<file path="src/inc/sar_seq_defs.vh">
// Purpose: Constants for the SAR conversion sequencer.
// Assumes: 50 MHz mclk_i.
// Notes:   Times in ns; cycle counts derived from the clock period.
`ifndef SAR_SEQ_DEFS_VH
`define SAR_SEQ_DEFS_VH
`define CLK_PERIOD_NS      20
`define RESULT_BITS        18
`define ACQ_TIME_NS        200
`define ACQ_CYCLES         ((`ACQ_TIME_NS + `CLK_PERIOD_NS - 1) / `CLK_PERIOD_NS)
`define SWITCH_SETTLE_NS   20
`define SWITCH_CYCLES      ((`SWITCH_SETTLE_NS + `CLK_PERIOD_NS - 1) / `CLK_PERIOD_NS)
`define WAKE_TIME_NS       100
`define WAKE_CYCLES        ((`WAKE_TIME_NS + `CLK_PERIOD_NS - 1) / `CLK_PERIOD_NS)
`define STALE_TIME_NS      1000000
`define STALE_CYCLES       (`STALE_TIME_NS / `CLK_PERIOD_NS)
`define MODE_NORMAL        2'h0
`define MODE_FAST          2'h1
`define MODE_BURST         2'h2
`endif

</file>
<file path="src/design/sar_trial_reg.v">
// Purpose: Successive-approximation trial register, MSB first.
// Assumes: One trial per step_i pulse; decision valid with step_i.
// Notes:   done_o pulses after the last decision is latched.
`timescale 1ns/1ns
`default_nettype none
module sar_trial_reg #(
  parameter WIDTH = 18
) (
  // Clock and reset
  input  wire             mclk_i,
  input  wire             arst_n_i,
  // Control
  input  wire             clear_i,
  input  wire             start_i,
  input  wire             step_i,
  input  wire             decision_i,
  // Result
  output reg  [WIDTH-1:0] trial_o,
  output reg              done_o
);
  reg [WIDTH-1:0] bit_ptr;
  reg             active;

  always @(posedge mclk_i or negedge arst_n_i) begin
    if (!arst_n_i) begin
      trial_o <= {WIDTH{1'b0}};
      bit_ptr <= {WIDTH{1'b0}};
      active  <= 1'b0;
      done_o  <= 1'b0;
    end else begin
      done_o <= 1'b0;
      if (clear_i) begin
        trial_o <= {WIDTH{1'b0}};
        bit_ptr <= {WIDTH{1'b0}};
        active  <= 1'b0;
      end else if (start_i) begin
        // MSB element switched to reference first
        trial_o <= {1'b1, {(WIDTH-1){1'b0}}};
        bit_ptr <= {1'b1, {(WIDTH-1){1'b0}}};
        active  <= 1'b1;
      end else if (active && step_i) begin
        // Latch decision, then try the next lower element
        trial_o <= ((trial_o & ~bit_ptr) |
                    (decision_i ? bit_ptr : {WIDTH{1'b0}}))
                   | (bit_ptr >> 1);
        bit_ptr <= bit_ptr >> 1;
        if (bit_ptr[0]) begin
          active <= 1'b0;
          done_o <= 1'b1;
        end
      end
    end
  end
endmodule
`default_nettype wire

</file>
<file path="src/design/sar_conversion_sequencer.v">
// Purpose: Control logic of an 18-bit SAR converter.
// Assumes: Inputs synchronous to mclk_i; comparator_i valid each step.
// Notes:   Array switch drive is one control bit per element.
// Notes on behaviour
// Falling start edge after acquisition ends acquisition, begins conversion.
// Acquiring: ground switches closed, all array switches on inputs.
// Open ground switches first, then tie arrays to reference return.
// Eighteen binary trials, MSB first, element to reference or return.
// After last trial form output code and drop busy.
// Result belongs to the same conversion, no pipeline delay.
// Three modes: fastest, normal, burst power-saving.
// Host starts at most 800 kSPS in fastest mode.
// Host keeps starts within 1 ms apart in fastest mode.
// Host discards result after more than 1 ms idle, fastest mode.
// Normal mode up to 666 kSPS, no idle limit.
// Burst mode saves power between conversions; host under 570 kSPS.
// Burst select high, fast low; start held low converts immediately.
// Reset input high resets and aborts a conversion.
// Power-down lets conversion finish, then refuses starts.
// Busy high from conversion start until code ready.
// Trials stepped by conversion clock, decision latched before next.
`timescale 1ns/1ns
`default_nettype none
`include "sar_seq_defs.vh"
module sar_conversion_sequencer #(
  parameter WIDTH        = `RESULT_BITS,
  parameter STALE_CYCLES = `STALE_CYCLES
) (
  // Clock and reset
  input  wire             mclk_i,
  input  wire             arst_n_i,
  input  wire             reset_i,
  // Host controls
  input  wire             conversion_start_n_i,
  input  wire             fast_mode_i,
  input  wire             burst_mode_i,
  input  wire             power_down_request_i,
  // Comparator
  input  wire             comparator_i,
  // Analog switch drive
  output reg              positive_array_ground_switch_o,
  output reg              negative_array_ground_switch_o,
  output reg              arrays_to_inputs_o,
  output reg              arrays_to_reference_return_o,
  output reg  [WIDTH-1:0] element_to_reference_o,
  output reg              bias_enable_o,
  // Result
  output reg              busy_o,
  output reg  [WIDTH-1:0] result_o,
  output reg              result_valid_o,
  output reg              result_stale_o,
  output wire [1:0]       mode_o
);
  localparam ST_WAKE = 3'h0;
  localparam ST_ACQ  = 3'h1;
  localparam ST_OPEN = 3'h2;
  localparam ST_HOLD = 3'h3;
  localparam ST_CONV = 3'h4;
  localparam ST_IDLE = 3'h5;

  // Timer loads sized to the timer itself
  localparam [7:0] WAKE_LOAD   = `WAKE_CYCLES - 1;
  localparam [7:0] ACQ_LOAD    = `ACQ_CYCLES - 1;
  localparam [7:0] SWITCH_LOAD = `SWITCH_CYCLES - 1;

  reg  [2:0]       state;
  reg  [2:0]       next_state;
  reg  [7:0]       timer;
  reg  [31:0]      idle_count;
  reg              start_d;
  reg              start_trials;
  wire [WIDTH-1:0] trial;
  wire             trials_done;
  wire             abort;
  wire             start_fall;
  wire             start_ok;
  reg  [1:0]       mode;

  // Synchronous reset pin aborts at any point
  assign abort      = reset_i;
  assign start_fall = start_d && !conversion_start_n_i;

  always @* begin
    if (burst_mode_i && !fast_mode_i)
      mode = `MODE_BURST;
    else if (fast_mode_i)
      mode = `MODE_FAST;
    else
      mode = `MODE_NORMAL;
  end
  assign mode_o = mode;

  // Burst mode also accepts a start already held low
  assign start_ok = !power_down_request_i && (start_fall ||
    (mode == `MODE_BURST && !conversion_start_n_i));

  sar_trial_reg #(
    .WIDTH (WIDTH)
  ) u_trial (
    .mclk_i     (mclk_i),
    .arst_n_i   (arst_n_i),
    .clear_i    (abort),
    .start_i    (start_trials),
    .step_i     (state == ST_CONV),
    .decision_i (comparator_i),
    .trial_o    (trial),
    .done_o     (trials_done)
  );

  always @* begin
    next_state   = state;
    start_trials = 1'b0;
    case (state)
      ST_WAKE: begin
        if (timer == 8'h00)
          next_state = ST_ACQ;
      end
      ST_ACQ: begin
        if (timer == 8'h00 && start_ok)
          next_state = ST_OPEN;
      end
      ST_OPEN: begin
        if (timer == 8'h00)
          next_state = ST_HOLD;
      end
      ST_HOLD: begin
        if (timer == 8'h00) begin
          next_state   = ST_CONV;
          start_trials = 1'b1;
        end
      end
      ST_CONV: begin
        if (trials_done)
          next_state = (mode == `MODE_BURST) ? ST_IDLE : ST_ACQ;
      end
      ST_IDLE: begin
        if (!power_down_request_i)
          next_state = ST_WAKE;
      end
      default: next_state = ST_IDLE;
    endcase
    if (abort)
      next_state = ST_ACQ;
  end

  always @(posedge mclk_i or negedge arst_n_i) begin
    if (!arst_n_i) begin
      state      <= ST_ACQ;
      timer      <= 8'h00;
      start_d    <= 1'b1;
      idle_count <= 32'h0000_0000;
    end else begin
      state   <= next_state;
      start_d <= conversion_start_n_i;
      if (next_state != state) begin
        case (next_state)
          ST_WAKE: timer <= WAKE_LOAD;
          ST_ACQ:  timer <= ACQ_LOAD;
          ST_OPEN: timer <= SWITCH_LOAD;
          ST_HOLD: timer <= SWITCH_LOAD;
          default: timer <= 8'h00;
        endcase
      end else if (timer != 8'h00) begin
        timer <= timer - 8'h01;
      end
      // Cycles since the last conversion start (ST_OPEN), saturating
      if (state == ST_OPEN)
        idle_count <= 32'h0000_0000;
      else if (idle_count <= STALE_CYCLES)
        idle_count <= idle_count + 32'h0000_0001;
    end
  end

  // Switch drive decoded per state, registered to avoid glitches
  always @(posedge mclk_i or negedge arst_n_i) begin
    if (!arst_n_i) begin
      positive_array_ground_switch_o <= 1'b1;
      negative_array_ground_switch_o <= 1'b1;
      arrays_to_inputs_o             <= 1'b1;
      arrays_to_reference_return_o   <= 1'b0;
      bias_enable_o                  <= 1'b1;
    end else begin
      // Grounds stay closed in idle and wake as well, so sampling
      // never starts from a floating array
      positive_array_ground_switch_o <= (next_state != ST_OPEN) &&
                                        (next_state != ST_HOLD) &&
                                        (next_state != ST_CONV);
      negative_array_ground_switch_o <= (next_state != ST_OPEN) &&
                                        (next_state != ST_HOLD) &&
                                        (next_state != ST_CONV);
      arrays_to_inputs_o <= (next_state != ST_HOLD) &&
                            (next_state != ST_CONV);
      arrays_to_reference_return_o <= (next_state == ST_HOLD) ||
                                      (next_state == ST_CONV);
      // Burst mode powers down between conversions
      bias_enable_o <= (next_state != ST_IDLE);
    end
  end

  // Straight from the trial flops: a registered copy would lag one step
  // and the comparator would judge the previous element
  always @* begin
    if (state == ST_CONV)
      element_to_reference_o = trial;
    else
      element_to_reference_o = {WIDTH{1'b0}};
  end

  always @(posedge mclk_i or negedge arst_n_i) begin
    if (!arst_n_i) begin
      busy_o         <= 1'b0;
      result_o       <= {WIDTH{1'b0}};
      result_valid_o <= 1'b0;
      result_stale_o <= 1'b0;
    end else begin
      result_valid_o <= 1'b0;
      if (abort) begin
        busy_o <= 1'b0;
      end else if (state == ST_ACQ && next_state == ST_OPEN) begin
        busy_o         <= 1'b1;
        result_stale_o <= (mode == `MODE_FAST) &&
                          (idle_count > STALE_CYCLES);
      end else if (trials_done) begin
        result_o       <= trial;
        result_valid_o <= 1'b1;
        busy_o         <= 1'b0;
      end
    end
  end
endmodule
`default_nettype wire

</file>
<file path="config.mk">
export PLATFORM = sky130hd
export DESIGN_NAME = sar_conversion_sequencer
export DESIGN_NICKNAME = d
export VERILOG_FILES = /design/src/design/sar_trial_reg.v /design/src/design/sar_conversion_sequencer.v
export VERILOG_INCLUDE_DIRS = /design/src /design/src/inc
export SDC_FILE = /design/constraint.sdc
export NUM_CORES = 1
export LEC_CHECK = 0
export ABC_AREA = 1
export BUFFER_PORTS_ARGS = -buffer_cell sky130_fd_sc_hd__clkbuf_2
export CAP_MARGIN = 20
export CELL_PAD_IN_SITES_DETAIL_PLACEMENT = 1
export CELL_PAD_IN_SITES_GLOBAL_PLACEMENT = 2
export CORE_MARGIN = 1
export CORE_UTILIZATION = 35
export CTS_CLUSTER_SIZE = 10
export DETAILED_ROUTE_END_ITERATION = 6
export GPL_ROUTABILITY_DRIVEN = 0
export GPL_TIMING_DRIVEN = 0
export PLACE_DENSITY_LB_ADDON = 0.1
export SLEW_MARGIN = 40
export SYNTH_ARGS = -nofsm -noshare
export SYNTH_HDL_FRONTEND = slang
export SYNTH_SLANG_ARGS = --single-unit
export TNS_END_PERCENT = 20
</file>
<file path="constraint.sdc">
create_clock -name mclk_i -period 2.6 [get_ports mclk_i]
set_input_delay 0 -clock mclk_i [delete_from_list [all_inputs] [get_ports mclk_i]]
set_output_delay 0 -clock mclk_i [all_outputs]
set_load 0.02 [all_outputs]
</file>
==> summary.md <==
| Metric | Value |
|---|---|
| Outcome | completed |
| Die W | 121.4 µm |
| CP max stage cell | nor3_2 |
| Die height | roughly 120 µm |
| Compound-gate portion of the synthesized area | 10.95% |
| Antenna violations before repair | 0 |
| Minimum clock period | 2176 ps |
| XOR/XNOR Fraction of Synth Area | 1.228% |
| Max Cap Viol | 0 |
| RSZ-0062 raised after global routing | false |
| Initial core utilization | between 30% and 40% |
| Critical Path End Type | flip-flop |
| Syn Inst Count | between 500 and 600 |
| Die footprint | between 10,000 and 15,000 µm² |
| Clock transition at path regs | around 70 ps |
| Via Count | approximately 4,100 |
| DR vias/cell | 4.881 |
| Detailed Route WL | around 13 mm |
| Final period util | a little over four fifths |
| Crit path from | state[2] |
| Routed WL per cell | roughly 16 µm |
| TNS Setup | 0 ps |
| CP Buf/Inv Count | 3 |
| Area growth, synth to finish | 17.52% |
| Crit Path Category | flip-flop to flip-flop |
| Total CTS buffers | 9 |
| CP startpoint kind | flip-flop |
| Pin count of the biggest net entering global routing | 66 |
| I/O Pins | 54 |
| Final setup vio count | 0 |
| Worst Hold Class | primary input to async pin |
| Final Hold Vio Count | 0 |
| Vias in the first global route | ~4,400 |
| Syn_nets | between 600 and 700 |
| Maximum root-to-sink buffer count | 2 |
| Global route total overflow | 0 |
| First-pass GRT wire length | ~22 mm |
| Post-CTS resize count | 0 |
| Max transition margin | slightly above 60% |
| Adder-cell share of the synthesized area | 0.7519% |
| Placed insts | between 800 and 900 |
| Critical path, cell by cell | buf_2 > nor3_2 > clkinv_1 > clkbuf_1 > o21ai_0 > nor2_1 |
| Sequential share of the synthesized area | between 50% and 60% |
| Unique masters post-synth | between 40 and 50 |
| Lkg Pwr | slightly below 0.003 µW |
| CTS tree | built |
| Hold Buf Count CTS | 5 |
| Total routing usage reported by global routing | between 10% and 20% |
| Seq cells post-synth | roughly 110 |
| I/O Buffers | 53 |
| # rows | 43 |
| Slowest stage delay, CP | ~500 ps |
| Ys Warns | 0 |
| Clock insertion delay at the later pin of the skew report | between 300 and 400 ps |
| Required @ worst endpoint | between 2000 and 3000 ps |
| Max H-tree Level | 3 |
| Post-Layout Cell Count | about 850 |
| Cell area after synthesis | about 5000 µm² |
| Slew @ Worst Pin | ~570 ps |
| Worst R2R Start | state[2] |
| Core area | roughly 14,000 µm² |
| Dpl hpwl | between 9 and 10 mm |
| Post-Synth Simple-Gate Area | approximately 24% |
| Largest delay contributor family on the critical path | buffers and inverters |
| Sink Count | 107 |
| Final #Nets | about 670 |
| Peak supply drop | 0.0003054 V |
| Post CTS Setup Buffer Count | 0 |
| Largest family of logic cells by synthesized area | simple AND/OR/NAND/NOR gates |
| Share of cells above drive strength 1 | 19.37% |
| Mux contribution to synthesized area | 0% |
| Fmax | ~460 MHz |
| PD cells | ~690 nW/µm² |
| Worst-path maximum fanout | 10 |
| Routed Antenna Nets | 0 |
| # diodes | 0 |
| Root buf cell | clkbuf_16 |
| DRC viols | 0 |
| Final Skew | around 12 ps |
| Critical Path AT | 2420 ps |
| Final Max Tran Viols | 0 |
| TritonRoute pass-1 iters | 4 |
| Mean Syn Cell Area | roughly 8.4 µm² |
| DR iter-0 viols | 221 |
[final cells by class]
class	count	area, µm²
Inverter	85	319.1
Clock inverter	4	31.28
Sequential cell	107	2684
Timing Repair Buffer	59	351.6
Multi-Input combinational cell	378	1863
Tap cell	180	225.2
Clock buffer	12	266.5
Buffer	21	126.4
Fill cell	1698	8014
[registers in the layout, summed over array words and instances, names as in the netlist]
signal,flops
u_trial.bit_ptr,18
arrays_to_reference_return_o,1
idle_count,32
busy_o,1
negative_array_ground_switch_o,1
timer,8
result_stale_o,1
result_valid_o,1
bias_enable_o,1
u_trial.trial_o,18
result_o,18
arrays_to_inputs_o,1
u_trial.active,1
u_trial.done_o,1
state,3
start_d,1
[cell families after synthesis]
| group | count (synthesis) |
|---|---|
| buffers and inverters | 106 |
| xor gates and xnor gates | 7 |
| and+or+nand+nor | 271 |
| AOI/OAI and AO/OA | 97 |
| DFF | 107 |
| adders and majority gates | 3 |
[metal layers]
metal	vias to the layer above	GRT usage, %	part of all wire [%]
li1	2031	-	-
met1	2040	26.69	48
met2	47	32.14	48
met3	11	3.994	2.7
met4	0	5.787	1.2
met5	-	0	0
[synth_stat cells (all sizes together)]
cell / n / share of area (%)
a21oi: 35 / 3.9
a31o: 1 / 0.18
a31oi: 10 / 1.3
and3: 2 / 0.25
buf: 17 / 2.2
clkbuf: 4 / 0.30
clkinv: 1 / 0.075
dfrtp: 102 / 51
dfstp: 5 / 2.6
ha: 3 / 0.75
inv: 84 / 6.3
nand2: 139 / 11
nand3: 36 / 4.1
nand4: 9 / 1.1
nor2: 65 / 5.2
nor3: 13 / 1.6
nor3b: 1 / 0.15
nor4: 3 / 0.50
o211ai: 1 / 0.15
o21a: 1 / 0.15
o21ai: 42 / 4.3
o21bai: 1 / 0.15
o221ai: 1 / 0.18
o22ai: 1 / 0.13
o31ai: 4 / 0.60
or2: 2 / 0.25
or4: 1 / 0.15
xnor2: 4 / 0.70
xor2: 3 / 0.53
[through the flow]
stage                     hold slack [ps]  power (µW)  instance area, µm²  setup WS [ps]  util, %
after floorplan                    -295.6        2459                4992          807.9        -
after global placement              98.95        2643                5483         -112.7    39.50
after detailed placement           -36.75        2680                5519          382.2    39.76
after CTS                           141.3        4097                5867          365.1    42.27
after global routing                171.1        4261                5867          189.5    42.27
final                               138.9        4021                5867          424.1    42.27
[power by group]
group / switching [µW] / internal (µW) / total, µW
combinational: 417 / 274 / 691
sequential: 133 / 1820 / 1950
clock: 644 / 735 / 1380
total: 1190 / 2830 / 4020
[layout by cell type (no fill, tap or decap), types with 8 or more instances in the layout]
cell type / Yosys / final
nand2_1: 128 / 128
dfrtp_1: 102 / 102
inv_1: 77 / 77
nor2_1: 61 / 61
clkbuf_2: 0 / 52
o21ai_0: 36 / 36
nand3_1: 33 / 33
a21oi_1: 30 / 30
nor3_1: 10 / 10
a31oi_1: 10 / 10
nand2_2: 10 / 10
nand4_1: 9 / 9
clkbuf_16: 0 / 9
buf_2: 8 / 8
[worst paths after layout]
path                       cells after the start  slack (ps)            endpoint
setup reg to reg                               6         420      idle_count[14]
max in group asynchronous                      3        1770  arrays_to_inputs_o
setup / recovery                               6         420      idle_count[14]
hold / removal                                 2         140       idle_count[6]
hold reg to reg                                2         470      idle_count[30]
min in group mclk_i                            5         200            state[0]
(Power assumes the default switching activity.)
